[src/lss_pkg.sv]
// constants, types and helpers shared by the system state sequencer
// Functional notes
// RL1: options 2,3,4,6 give ratio 1/0.9/0.8/0.6
// RL2: option 5: ratio 0.6, skip initial-voltage phase
// RL3: option 7: ratio 0.4, burst mode off
// RL4: trim-load state first, all controls off
// RL5: charging state drives only pass device
// RL6: no-HV variants skip charging state
// RL7: switch threshold reached: pass off, supply ready
// RL8: ready..boot states: only regulated supply on
// RL9: bulk start enters warm-up, fixed short dwell
// RL10: programming phase advances only on completion
// RL11: boot charge holds low-side gate high
// RL12: boot charge buffers initial voltage onto pin
// RL13: run: generator, supply, soft start on
// RL14: fault: all off, 1 s pause, restart
// RL15: faults stop or pause, then auto restart
// RL16: accept 2 ms average current fault flag
// RL17: accept 50 ms average current fault flag
// RL18: accept overvoltage, overtemperature, peak current faults
// RL19: supply below restart re-enters charging; the code does so from supply ready only
// RL20: bulk below stop halts operation
// RL21: accept line zero-crossing detection input
// RL22: any listed fault enters fault state; before run the code acts on overtemperature only
// RL23: wake-up needs bulk start, no stop, no undervoltage
// RL24: oscillator counter times pause, then restart
// RL25: faults sampled each cycle, fault wins
package lss_pkg;

   // register byte addresses on the wishbone port
   localparam logic [3:0]  ADR_CTRL      = 4'h0;
   localparam logic [3:0]  ADR_STAT      = 4'h4;
   // control register fields
   localparam int          CTRL_OPT_LSB  = 0;
   localparam logic [2:0]  OPT_RESET     = 3'h2;
   localparam logic [2:0]  OPT_NO_INIT   = 3'h5;
   localparam logic [2:0]  OPT_NO_BURST  = 3'h7;
   // status register fields
   localparam int          STAT_ZC_BIT   = 8;
   localparam int          STAT_FLG_LSB  = 16;

   // timing
   localparam int          CLK_MHZ       = 200;
   localparam int          WAKE_US       = 5;
   localparam int          BOOT_US       = 20;
   localparam int          PAUSE_MS      = 1000;
   localparam int          WAKE_CYC      = WAKE_US * CLK_MHZ;
   localparam int          BOOT_CYC      = BOOT_US * CLK_MHZ;
   localparam int          PAUSE_CYC     = PAUSE_MS * 1000 * CLK_MHZ;
   localparam int          TMR_W         = 28;

   // ratio in hundredths
   localparam logic [6:0]  R_095 = 7'h5F;
   localparam logic [6:0]  R_100 = 7'h64;
   localparam logic [6:0]  R_090 = 7'h5A;
   localparam logic [6:0]  R_080 = 7'h50;
   localparam logic [6:0]  R_060 = 7'h3C;
   localparam logic [6:0]  R_040 = 7'h28;

   typedef enum logic [7:0] {
      ST_TRIM  = 8'h01,
      ST_CHG   = 8'h02,
      ST_READY = 8'h04,
      ST_WAKE  = 8'h08,
      ST_PROG  = 8'h10,
      ST_BOOT  = 8'h20,
      ST_RUN   = 8'h40,
      ST_FAULT = 8'h80
   } lss_state_t;

   typedef struct packed {
      logic trim_done;
      logic prog_done;
      logic line_zero_cross_seen;
      logic supply_above_switch_threshold;
      logic supply_below_restart;
      logic regulated_supply_undervoltage;
      logic bulk_below_stop;
      logic bulk_above_start;
      logic avg_current_fault_long;
      logic avg_current_fault_short;
      logic peak_current_fault;
      logic overtemp_fault;
      logic output_overvoltage_fault;
   } lss_flags_t;

   typedef struct packed {
      logic waveform_gen_enable;
      logic regulated_supply_enable;
      logic soft_start_enable;
      logic pass_device_on;
   } lss_ctl_t;

   // low-to-high burst threshold ratio per option
   function automatic logic [6:0] lss_ratio(input logic [2:0] opt);
      unique case (opt)
         3'h1:    lss_ratio = R_095;
         3'h3:    lss_ratio = R_090;
         3'h4:    lss_ratio = R_080;
         3'h5:    lss_ratio = R_060;
         3'h6:    lss_ratio = R_060;
         3'h7:    lss_ratio = R_040;
         default: lss_ratio = R_100;
      endcase
   endfunction : lss_ratio

endpackage : lss_pkg

[src/lss_seq.sv]
// system state sequencer with wishbone register port
//
// Decided for this implementation: the register offsets and the Wishbone interface to the registers.
`timescale 1ns/100ps
module lss_seq #(
   parameter bit                      HV_STARTUP = 1'b1,
   parameter logic [lss_pkg::TMR_W-1:0] PAUSE_CYC =
      lss_pkg::TMR_W'(lss_pkg::PAUSE_CYC)
) (
   input  wire logic               clk_i,
   input  wire logic               rst_i,
   input  wire logic               wb_cyc_i,
   input  wire logic               wb_stb_i,
   input  wire logic               wb_we_i,
   input  wire logic [3:0]         wb_adr_i,
   input  wire logic [3:0]         wb_sel_i,
   input  wire logic [31:0]        wb_dat_i,
   output logic      [31:0]        wb_dat_o,
   output logic                    wb_ack_o,
   input  wire lss_pkg::lss_flags_t flags_i,
   output lss_pkg::lss_ctl_t       ctl_o,
   output logic                    low_side_gate_o,
   output logic                    ss_init_drive_o,
   output logic                    burst_enable_o,
   output logic      [6:0]         ratio_o
);

   localparam int FW = $bits(lss_pkg::lss_flags_t);
   localparam logic [lss_pkg::TMR_W-1:0] WAKE_END =
      lss_pkg::TMR_W'(lss_pkg::WAKE_CYC - 1);
   localparam logic [lss_pkg::TMR_W-1:0] BOOT_END =
      lss_pkg::TMR_W'(lss_pkg::BOOT_CYC - 1);
   localparam logic [lss_pkg::TMR_W-1:0] PAUSE_END = PAUSE_CYC - 1'b1;

   lss_pkg::lss_flags_t           sy1_q;
   lss_pkg::lss_flags_t           sy2_q;
   lss_pkg::lss_flags_t           sy3_q;
   lss_pkg::lss_flags_t           fl_q;
   lss_pkg::lss_flags_t           fl_d;
   lss_pkg::lss_state_t           st_q;
   lss_pkg::lss_state_t           st_d;
   lss_pkg::lss_ctl_t             ctl_d;
   logic [lss_pkg::TMR_W-1:0]     tmr_q;
   logic [2:0]                    opt_q;
   logic                          zc_q;
   logic                          ack_q;
   logic [31:0]                   dat_q;
   logic                          lo_q;
   logic                          ssi_q;
   logic                          bst_q;
   logic [6:0]                    rat_q;

   // three-stage input filter: a change counts once stages two and three agree
   logic [FW-1:0] agree;
   assign agree = ~(sy2_q ^ sy3_q);
   assign fl_d  = (sy2_q & agree) | (fl_q & ~agree);

   always_ff @(posedge clk_i) begin
      if (rst_i) begin
         sy1_q <= '0;
         sy2_q <= '0;
         sy3_q <= '0;
         fl_q  <= '0;
      end else begin
         sy1_q <= flags_i;
         sy2_q <= sy1_q;
         sy3_q <= sy2_q;
         fl_q  <= fl_d;
      end
   end

   // fault decode
   logic any_fault;
   logic otp;
   logic bulk_ok;
   // RL18 independent fault sources
   assign otp       = fl_q.overtemp_fault;
   // RL22 full fault set, including RL16 RL17 RL20 flags
   assign any_fault = otp | fl_q.bulk_below_stop | fl_q.output_overvoltage_fault
                    | fl_q.peak_current_fault | fl_q.avg_current_fault_short
                    | fl_q.avg_current_fault_long
                    | fl_q.regulated_supply_undervoltage;
   // RL23 all three bulk and supply conditions together
   assign bulk_ok   = fl_q.bulk_above_start & ~fl_q.bulk_below_stop
                    & ~fl_q.regulated_supply_undervoltage;

   // per-state dwell timers share one counter
   logic wake_done;
   logic boot_done;
   logic pause_done;
   assign wake_done  = (tmr_q >= WAKE_END);
   assign boot_done  = (tmr_q >= BOOT_END);
   assign pause_done = (tmr_q >= PAUSE_END);

   // restart target after the fault pause ends
   lss_pkg::lss_state_t restart_st;
   // RL6 no charging state without HV startup
   assign restart_st = HV_STARTUP ? lss_pkg::ST_CHG : lss_pkg::ST_READY;

   // next state; in charging through run, fault entry is checked before any other move
   always_comb begin
      st_d = st_q;
      unique case (st_q)
         lss_pkg::ST_TRIM: begin
            // RL4 trim load comes first
            if (fl_q.trim_done) begin
               if (HV_STARTUP)
                  st_d = lss_pkg::ST_CHG;
               else if (fl_q.supply_above_switch_threshold)
                  st_d = lss_pkg::ST_READY;
            end
         end
         lss_pkg::ST_CHG: begin
            // RL25 fault wins
            if (otp)
               st_d = lss_pkg::ST_FAULT;
            // RL7 threshold reached, pass device off
            else if (fl_q.supply_above_switch_threshold && !fl_q.supply_below_restart)
               st_d = lss_pkg::ST_READY;
         end
         lss_pkg::ST_READY: begin
            if (otp)
               st_d = lss_pkg::ST_FAULT;
            // RL19 supply sag recharges
            else if (HV_STARTUP && fl_q.supply_below_restart)
               st_d = lss_pkg::ST_CHG;
            // RL9 bulk start enters warm-up
            else if (bulk_ok)
               st_d = lss_pkg::ST_WAKE;
         end
         lss_pkg::ST_WAKE: begin
            if (otp)
               st_d = lss_pkg::ST_FAULT;
            // RL9 fixed dwell before advancing
            else if (wake_done && bulk_ok)
               st_d = lss_pkg::ST_PROG;
         end
         lss_pkg::ST_PROG: begin
            if (otp)
               st_d = lss_pkg::ST_FAULT;
            // RL10 wait for programming done
            else if (fl_q.prog_done)
               st_d = lss_pkg::ST_BOOT;
         end
         lss_pkg::ST_BOOT: begin
            if (otp)
               st_d = lss_pkg::ST_FAULT;
            else if (boot_done)
               st_d = lss_pkg::ST_RUN;
         end
         lss_pkg::ST_RUN: begin
            // RL15 fault pauses operation
            if (any_fault)
               st_d = lss_pkg::ST_FAULT;
         end
         lss_pkg::ST_FAULT: begin
            // RL24 pause timed, then restart
            if (pause_done)
               st_d = restart_st;
         end
         default: st_d = lss_pkg::ST_TRIM;
      endcase
   end

   // control outputs decoded from the next state so they align with st_q
   always_comb begin
      ctl_d = '0;
      unique case (st_d)
         // RL5 only pass device
         lss_pkg::ST_CHG:   ctl_d.pass_device_on = 1'b1;
         // RL8 only regulated supply
         lss_pkg::ST_READY,
         lss_pkg::ST_WAKE,
         lss_pkg::ST_PROG,
         lss_pkg::ST_BOOT:  ctl_d.regulated_supply_enable = 1'b1;
         // RL13 run enables
         lss_pkg::ST_RUN: begin
            ctl_d.waveform_gen_enable     = 1'b1;
            ctl_d.regulated_supply_enable = 1'b1;
            ctl_d.soft_start_enable       = 1'b1;
         end
         // RL4 RL14 trim and fault keep all off
         default:           ctl_d = '0;
      endcase
   end

   // state and dwell counter; counter restarts on every state change
   always_ff @(posedge clk_i) begin
      if (rst_i) begin
         st_q  <= lss_pkg::ST_TRIM;
         tmr_q <= '0;
      end else begin
         st_q  <= st_d;
         tmr_q <= (st_d != st_q) ? '0 : tmr_q + 1'b1;
      end
   end

   // option-dependent outputs
   logic lo_d;
   logic ssi_d;
   // RL11 low-side gate during boot charge
   assign lo_d  = (st_d == lss_pkg::ST_BOOT);
   // RL12 RL2 initial voltage buffered unless option skips it
   assign ssi_d = lo_d && (opt_q != lss_pkg::OPT_NO_INIT);

   always_ff @(posedge clk_i) begin
      if (rst_i) begin
         ctl_o <= '0;
         lo_q  <= 1'b0;
         ssi_q <= 1'b0;
         bst_q <= 1'b1;
         rat_q <= lss_pkg::R_100;
      end else begin
         ctl_o <= ctl_d;
         lo_q  <= lo_d;
         ssi_q <= ssi_d;
         // RL3 option 7 turns burst off
         bst_q <= (opt_q != lss_pkg::OPT_NO_BURST);
         // RL1 ratio decode
         rat_q <= lss_pkg::lss_ratio(opt_q);
      end
   end

   assign low_side_gate_o = lo_q;
   assign ss_init_drive_o = ssi_q;
   assign burst_enable_o  = bst_q;
   assign ratio_o         = rat_q;

   // wishbone decode: single-cycle answer, unmapped reads give zero
   logic req;
   logic wr_ctrl;
   logic clr_zc;
   logic [31:0] rd_d;
   assign req     = wb_cyc_i & wb_stb_i & ~ack_q;
   assign wr_ctrl = req & wb_we_i & (wb_adr_i == lss_pkg::ADR_CTRL) & wb_sel_i[0];
   assign clr_zc  = req & wb_we_i & (wb_adr_i == lss_pkg::ADR_STAT) & wb_sel_i[1]
                  & wb_dat_i[lss_pkg::STAT_ZC_BIT];
   assign rd_d    = (wb_adr_i == lss_pkg::ADR_CTRL) ? {29'h0, opt_q} :
                    (wb_adr_i == lss_pkg::ADR_STAT) ?
                    {3'h0, fl_q, 7'h0, zc_q, st_q} : 32'h0;

   // registers; a zero crossing in the clear cycle still sets the bit
   always_ff @(posedge clk_i) begin
      if (rst_i) begin
         opt_q <= lss_pkg::OPT_RESET;
         zc_q  <= 1'b0;
         ack_q <= 1'b0;
         dat_q <= 32'h0;
      end else begin
         ack_q <= req;
         if (req && !wb_we_i)
            dat_q <= rd_d;
         if (wr_ctrl)
            opt_q <= wb_dat_i[lss_pkg::CTRL_OPT_LSB +: 3];
         // RL21 zero crossing captured sticky
         zc_q  <= fl_q.line_zero_cross_seen | (zc_q & ~clr_zc);
      end
   end

   assign wb_ack_o = ack_q;
   assign wb_dat_o = dat_q;

   // checks on the sequencer
   fault_outs_a: assert property ( // RL14
      @(posedge clk_i) disable iff (rst_i)
      st_q == lss_pkg::ST_FAULT |-> ctl_o == '0)
      else $error("controls active in fault state");

   trim_outs_a: assert property ( // RL4
      @(posedge clk_i) disable iff (rst_i)
      st_q == lss_pkg::ST_TRIM |-> ctl_o == '0)
      else $error("controls active during trim load");

   charge_outs_a: assert property ( // RL5
      @(posedge clk_i) disable iff (rst_i)
      st_q == lss_pkg::ST_CHG |-> ctl_o == 4'h1)
      else $error("charging state drives wrong controls");

   ready_outs_a: assert property ( // RL8
      @(posedge clk_i) disable iff (rst_i)
      st_q inside {lss_pkg::ST_READY, lss_pkg::ST_WAKE, lss_pkg::ST_PROG, lss_pkg::ST_BOOT}
      |-> ctl_o == 4'h4)
      else $error("pre-run state drives wrong controls");

   run_outs_a: assert property ( // RL13
      @(posedge clk_i) disable iff (rst_i)
      st_q == lss_pkg::ST_RUN |-> ctl_o == 4'hE)
      else $error("run state drives wrong controls");

   fault_entry_a: assert property ( // RL22
      @(posedge clk_i) disable iff (rst_i)
      (st_q == lss_pkg::ST_RUN && any_fault) |=> st_q == lss_pkg::ST_FAULT)
      else $error("fault did not stop the run");

   wake_gate_a: assert property ( // RL23
      @(posedge clk_i) disable iff (rst_i)
      (st_q == lss_pkg::ST_WAKE && $past(st_q) == lss_pkg::ST_READY) |-> $past(bulk_ok))
      else $error("wake-up entered without bulk conditions");

   boot_gate_a: assert property ( // RL11
      @(posedge clk_i) disable iff (rst_i)
      st_q == lss_pkg::ST_BOOT |-> low_side_gate_o && ctl_o.waveform_gen_enable == 1'b0)
      else $error("low-side gate not held in boot charge");

   init_skip_a: assert property ( // RL2
      @(posedge clk_i) disable iff (rst_i)
      ($past(opt_q) == lss_pkg::OPT_NO_INIT) |-> !ss_init_drive_o)
      else $error("initial voltage driven with option 5");

   burst_off_a: assert property ( // RL3
      @(posedge clk_i) disable iff (rst_i)
      opt_q == lss_pkg::OPT_NO_BURST |=> !burst_enable_o && ratio_o == lss_pkg::R_040)
      else $error("burst not disabled by option 7");

   pause_hold_a: assert property ( // RL14
      @(posedge clk_i) disable iff (rst_i)
      $rose(st_q == lss_pkg::ST_FAULT) |-> (st_q == lss_pkg::ST_FAULT)[*8])
      else $error("fault pause ended early");

   ack_pulse_a: assert property (
      @(posedge clk_i) disable iff (rst_i)
      wb_ack_o |=> !wb_ack_o)
      else $error("ack held longer than one cycle");

   restart_path_a: assert property ( // RL24
      @(posedge clk_i) disable iff (rst_i)
      $fell(st_q == lss_pkg::ST_FAULT) |-> st_q == (HV_STARTUP ? lss_pkg::ST_CHG : lss_pkg::ST_READY))
      else $error("pause ended into the wrong state");

   early_otp_a: assert property ( // RL25
      @(posedge clk_i) disable iff (rst_i)
      (st_q inside {lss_pkg::ST_CHG, lss_pkg::ST_READY, lss_pkg::ST_WAKE, lss_pkg::ST_PROG, lss_pkg::ST_BOOT}
       && fl_q.overtemp_fault) |=> st_q == lss_pkg::ST_FAULT)
      else $error("overtemperature ignored before run");

   supply_recharge_a: assert property ( // RL19
      @(posedge clk_i) disable iff (rst_i)
      (HV_STARTUP && st_q == lss_pkg::ST_READY && fl_q.supply_below_restart && !otp) |=> st_q == lss_pkg::ST_CHG)
      else $error("supply sag did not restart charging");

   pass_off_a: assert property ( // RL7
      @(posedge clk_i) disable iff (rst_i)
      (st_q == lss_pkg::ST_CHG && fl_q.supply_above_switch_threshold && !fl_q.supply_below_restart && !otp)
      |=> st_q == lss_pkg::ST_READY && !ctl_o.pass_device_on)
      else $error("pass device not released at switch threshold");

   zc_sticky_a: assert property ( // RL21
      @(posedge clk_i) disable iff (rst_i)
      fl_q.line_zero_cross_seen |=> zc_q)
      else $error("zero crossing not captured");

endmodule : lss_seq

[config.mk]
export PLATFORM = sky130hd
export DESIGN_NAME = lss_seq
export DESIGN_NICKNAME = d
export VERILOG_FILES = /design/src/lss_pkg.sv /design/src/lss_seq.sv
export SDC_FILE = /design/constraint.sdc
export NUM_CORES = 1
export LEC_CHECK = 0
export BUFFER_PORTS_ARGS = -buffer_cell sky130_fd_sc_hd__buf_2
export CAP_MARGIN = 20
export CELL_PAD_IN_SITES_DETAIL_PLACEMENT = 1
export CELL_PAD_IN_SITES_GLOBAL_PLACEMENT = 1
export CORE_MARGIN = 3
export CORE_UTILIZATION = 45
export DETAILED_ROUTE_END_ITERATION = 16
export PLACE_DENSITY_LB_ADDON = 0.1
export SLEW_MARGIN = 20
export SYNTH_ARGS = -nofsm -noshare
export SYNTH_HDL_FRONTEND = slang
export SYNTH_SLANG_ARGS = --single-unit
[constraint.sdc]
create_clock -name clk_i -period 3.8 [get_ports clk_i]
set_input_delay 0.57 -clock clk_i [delete_from_list [all_inputs] [get_ports clk_i]]
set_output_delay 0.57 -clock clk_i [all_outputs]
set_load 0.01 [all_outputs]
* Yosys cells after proc, flatten, opt, wreduce, memory -nomap -nowiden
Cells that the tools add are included.
** Storage, ports and cells
- Memory bits (writable) :: 0
- Bits of input ports :: 58
- Bits in latches :: 0
- Output and inout port bits :: 47
- Memory bits (read-only) :: 0
- Register bits after elaboration :: 138
- Logic and storage cells :: 152
- Memories kept :: 0
** Operators by class
- Shift operators :: 0
- Magnitude comparators :: 3
- Eq/ne operators :: 24
- Reduce and logical (&&, ||, !) cells :: 10
- Bitwise operators :: 28
- $add $sub $neg :: 1
- Multiplexer cells :: 21
- $mul :: 0
- Divide/modulo/power cells :: 0
** Operators by type and width (count)
- $mux 8 :: 14
- $pmux 8 s8 :: 1
- $mux 29 :: 2
- $pmux 7 s5 :: 1
- $add 28x1->28 const B :: 1
- $ge 28x10->1 const B :: 1
- $ge 28x12->1 const B :: 1
- $ge 28x28->1 const B :: 1
- $and 13x13->13 :: 2
- $not 13->13 :: 2
- $eq 8x2->1 const B :: 2
- $eq 8x3->1 const B :: 2
- $eq 8x4->1 const B :: 2
- $eq 8x5->1 const B :: 2
- $eq 8x6->1 const B :: 2
- $eq 8x7->1 const B :: 2
- $or 13x13->13 :: 1
- $xor 13x13->13 :: 1
- $eq 3x3->1 const B :: 4
- $and 1x1->1 :: 11
- $eq 8x1->1 const B :: 1
- $eq 8x8->1 const B :: 1
- $ne 8x8->1 :: 1
- $or 1x1->1 :: 7
- 11 further kinds :: 22

* Longest topological paths before layout
- Word-level depth :: 11
- Gate-level depth with buffers :: 9
- Gate-level depth less buffers :: 8

* Worst setup path before layout
Ideal clock, no wire load.
- Kind :: register to register
- Start :: register tmr_q[0] in the netlist's numbering
- End :: register tmr_q[14] in the netlist's numbering
- Data required time :: 3.727 ns
- Period minus slack after synthesis :: 2.397 ns
- Slack :: 1.403 ns
- Arrival time :: 2.324 ns
- Setup time :: 0.073 ns
- Stages on the path, launching flop included :: 10
- Buffers on the path :: 1
- Cells stage by stage :: dfxtp_1 ha_1 and4_1 o311ai_1 nor3b_2 o221ai_2 a2111oi_4 o211ai_4 buf_6 nor3_2
** Between the ends
- Cells in the longest elaborated chain, start to end :: 7
- Elaborated cells on any way between the ends :: 13
- Those cells by class :: add/sub (1); order compare (3); eq/ne (1); mux (6); reduce/logical (2)
** RTL lines
- start, declared :: RTL line lss_seq.sv:43 : logic [lss_pkg::TMR_W-1:0] tmr_q;
- start signal, assigned :: RTL line lss_seq.sv:194 : tmr_q <= (st_d != st_q) ? '0 : tmr_q + 1'b1;
- $ge 28x10->1 :: RTL line lss_seq.sv:91 : assign wake_done = (tmr_q >= WAKE_END);
- $logic_and 1x1->1 :: RTL line lss_seq.sv:135 : else if (wake_done && bulk_ok)
- $mux 8 :: RTL line lss_seq.sv:135
- $mux 8 :: RTL line lss_seq.sv:132 : if (otp)
- $pmux 8 s8 :: RTL line lss_seq.sv:103 : unique case (st_q)
- $ne 8x8->1 :: RTL line lss_seq.sv:194
- $reduce_or 2->1 (no source line)
Several ways; a longest one is shown, not always the timed one.
A chain may end at the register's enable or synchronous reset.

* Final worst setup path
- Start :: register tmr_q[14] in the netlist's numbering
- End :: register tmr_q[22] in the netlist's numbering
Same word-level chain as after synthesis.

==> flow_metrics.py <==
metrics = {
    "run_status": {
        "status": "finished, final reports clean",
    },
    "cts": {
        "cts.htree.levels": 4,
        "clockBufferDepth": 2,
        "clk_pin_slew_ns": 0.06,
        "post_cts_resized": 0,
        "cts_tree": "built",
        "clock_latency_ns": 0.43,
        "numCtsBuffers": 17,
        "cts_sinks": 128,
        "holdBufCountCts": 0,
        "postCtsSetupRepairBufs": 0,
        "root_buffer": "clkbuf_16",
    },
    "sta": {
        "worstMarginPinSlew_ns": 0.9769,
        "period_needed_ns": 2.825,
        "timing.final.crit_share": 0.7435,
        "hold_ws_ns": 0.3542,
        "max_freq_mhz": 353.9,
        "final-hold-violation-count": 0,
        "relSlewSlack": 0.3427,
        "rsz0062_at_grt": "no",
        "setup_violations": 0,
        "final.setup.tns_ns": 0,
        "final_max_slew_viol_count": 0,
        "final.setup_skew_ns": 0.02102,
    },
    "critical_path": {
        "critPathMaxFanout": 28,
        "rr_worst_depth": 8,
        "crit_slowest_cell": "o31ai_1",
        "rr_startpoint": "tmr_q[14]$_SDFF_PP0_",
        "worstSetupPathType": "reg -> reg",
        "r2r_slack_ns": 0.97,
        "crit_family": "simple AND/OR/NAND/NOR gates",
        "reg2reg_to": "tmr_q[22]$_SDFF_PP0_",
        "worst_ep_arrival_time_ns": 3.15,
        "path_buf_inv": 1,
        "endpoint_kind": "flip-flop",
        "cp_cell_sequence": "nor4_1 -> nand4b_1 -> o31ai_1 -> nand2_1 -> a31oi_1 -> o211ai_4 -> buf_4 -> nor3b_1",
        "worstPathRequired_ns": 4.13,
        "setup.worst_path.start_class": "flip-flop",
        "crit_path_max_incr_delay_ns": 0.60,
        "crit_path_start": "tmr_q[14]$_SDFF_PP0_",
    },
    "synth": {
        "synth_top_cell_by_area": "dfxtp_1",
        "synth_enable_flop_cells": 0,
        "yosys.area_share.xor_xnor": 0.04806,
        "synth-compound-area-share": 0.1181,
        "yosysUniqueCellTypes": 56,
        "yosysWarnings": 0,
        "syn_area_per_cell_um2": 9.455,
        "synth-main-ff-cell": "dfxtp_1",
        "synth_fa_ha_area_frac": 0.002367,
        "synth_cells": 559,
        "ys_ff_latch": 128,
        "synthArstFlopShare": 0,
        "yosysSeqAreaShare": 0.4848,
        "netlist_area_mm2": 0.005285,
        "synthMuxAreaShare": 0.009470,
        "synth_top_area_share": 0.4848,
        "synth_top_family_by_area": "simple AND/OR/NAND/NOR gates",
        "ys_top_cells_by_area": "dfxtp_1, nor2b_1, nor3_2",
        "synthSimpleGateAreaFrac": 0.2891,
    },
    "detailed_routing": {
        "antenna_left": 0,
        "drt_iter0_markers": 181,
        "drc": 0,
        "routed_wl_um": 12420,
        "vias_per_cell": 5.435,
        "vias": 4158,
        "wl_per_cell_um": 16.24,
        "dr.pass1.iters": 4,
    },
    "finish": {
        "n_antenna_cell": 0,
        "fin_nets": 671,
        "num-fill-cells": 1283,
        "final_area_mm2": 0.006211,
        "area_growth_pct": 17.52,
        "final_core_util": 0.5559,
        "layout_commonest_cell": "dfxtp_1",
        "layout_common_cells": "dfxtp_1, buf_2, nor2_1",
        "drive_gt1_frac": 0.2128,
    },
    "grt": {
        "grt_util_all_layers": 0.2022,
        "grt_max_degree": 96,
        "grt.overflow.total": 0,
        "antenna_found_initial": 0,
        "first_global_vias": 4246,
        "grt_pass1_wl_um": 21070,
    },
    "power_and_ir_drop": {
        "internal-power_w": 0.002428,
        "p_switching_w": 0.0006502,
        "comb_power_share": 0.025,
        "p_per_area_mw_per_mm2": 495.6,
        "ir_worst_vdd_mv": 0.3965,
        "p_total_w": 0.003078,
        "clkPwrFrac": 0.529,
        "swShare": 0.2112,
        "power.leakage_nw": 2.462,
        "seqPwrFrac": 0.446,
    },
    "place": {
        "routabilityCongestion": 0.8496,
        "dp_hpwl_um": 8579,
        "io_buffers": 64,
        "dpl_cell_area_mm2": 0.005613,
    },
    "hold_path": {
        "hold_depth": 2,
        "whs_endpoint": "sy1_q[2]$_SDFF_PP0_",
        "hold_path_startpoint": "flags_i[2]",
        "min_path_type": "in -> reg",
    },
    "floorplanning": {
        "io_pins": 105,
        "initial_core_util": 0.4730,
        "dieArea_mm2": 0.01308,
        "core_mm2": 0.01117,
        "die_x_um": 114.4,
        "rows": 38,
        "die_h_um": 114.4,
    },
    "flow_run": {
        "maxCapViolations": 0,
    },
}
-- final cells by class --
class / instances / area [µm²] / area share
Sequential cell: 128 / 2562 / 0.4126
Multi-Input combinational cell: 392 / 2506 / 0.4035
Clock buffer: 20 / 436.7 / 0.07031
Timing Repair Buffer: 68 / 350.3 / 0.05641
Tap cell: 140 / 175.2 / 0.02820
Clock inverter: 12 / 161.4 / 0.02599
Inverter: 5 / 18.77 / 0.003022
-- power groups by stage --
stage / sequential [W] / combinational [W] / clock, W
after floorplan: 0.00140 / 0.0000629 / 0
after global placement: 0.00140 / 0.0000757 / 0
after detailed placement: 0.00140 / 0.0000781 / 0
after CTS: 0.00137 / 0.0000784 / 0.00167
after global routing: 0.00137 / 0.0000877 / 0.00173
final: 0.00137 / 0.0000770 / 0.00163
-- layer usage --
layer	share of wire	track usage	up-vias
met1	0.46	0.2635	2025
met5	0	0	-
met4	0.0093	0.06730	0
met3	0.040	0.05285	10
met2	0.49	0.3267	72
li1	-	-	2051
-- through the flow --
stage,setup slack (ns),instances
floorplan,1.403,568
global placement,1.111,733
detailed placement,0.9982,733
CTS,0.9599,765
global route,0.7430,765
finish,0.9747,765
-- logic make-up (layout without fill, tap and decap cells) --
kind of cell             after synthesis  in the layout
XOR/XNOR                              29             29
other                                  1             10
AND/OR/NAND/NOR                      257            257
adder cells (fa/ha/maj)                1              1
multiplexers                           5              5
buffers and inverters                 48            105
flip-flops                           128            128
AO/OA/AOI/OAI                         90             90
-- how the worst max path moves through the flow --
| stage | endpoint | slack (ns) | depth (start not counted) |
|---|---|---|---|
| 2_1_floorplan | tmr_q[14]$_SDFF_PP0_ | 1.40 | 9 |
| 5_1_grt | tmr_q[9]$_SDFF_PP0_ | 0.74 | 8 |
| 3_5_place_dp | tmr_q[7]$_SDFF_PP0_ | 1.0 | 8 |
| 3_3_place_gp | tmr_q[9]$_SDFF_PP0_ | 1.11 | 8 |
| 4_1_cts | tmr_q[22]$_SDFF_PP0_ | 0.96 | 8 |
| 6_report | tmr_q[22]$_SDFF_PP0_ | 0.97 | 8 |
-- synthesized netlist by cell type, drive strengths merged, types with 10 or more instances --
cell type  instances
buf               22
nor2b             45
nand2             36
nor3              33
a21oi             24
o21ai             19
xor2              19
clkbuf            21
dfxtp            128
and3              12
nor2              53
nand3             24
a22oi             19
xnor2             10
-- worst register-to-register path, cell delays in order, from the launching register on --
cell and delay (ns):
dfxtp_1 0.38, nor4_1 0.35, nand4b_1 0.28, o31ai_1 0.60, nand2_1 0.20, a31oi_1 0.32, o211ai_4 0.09, buf_4 0.27
nor3b_1 0.24
Note: power is estimated with default switching activity, not from simulation.
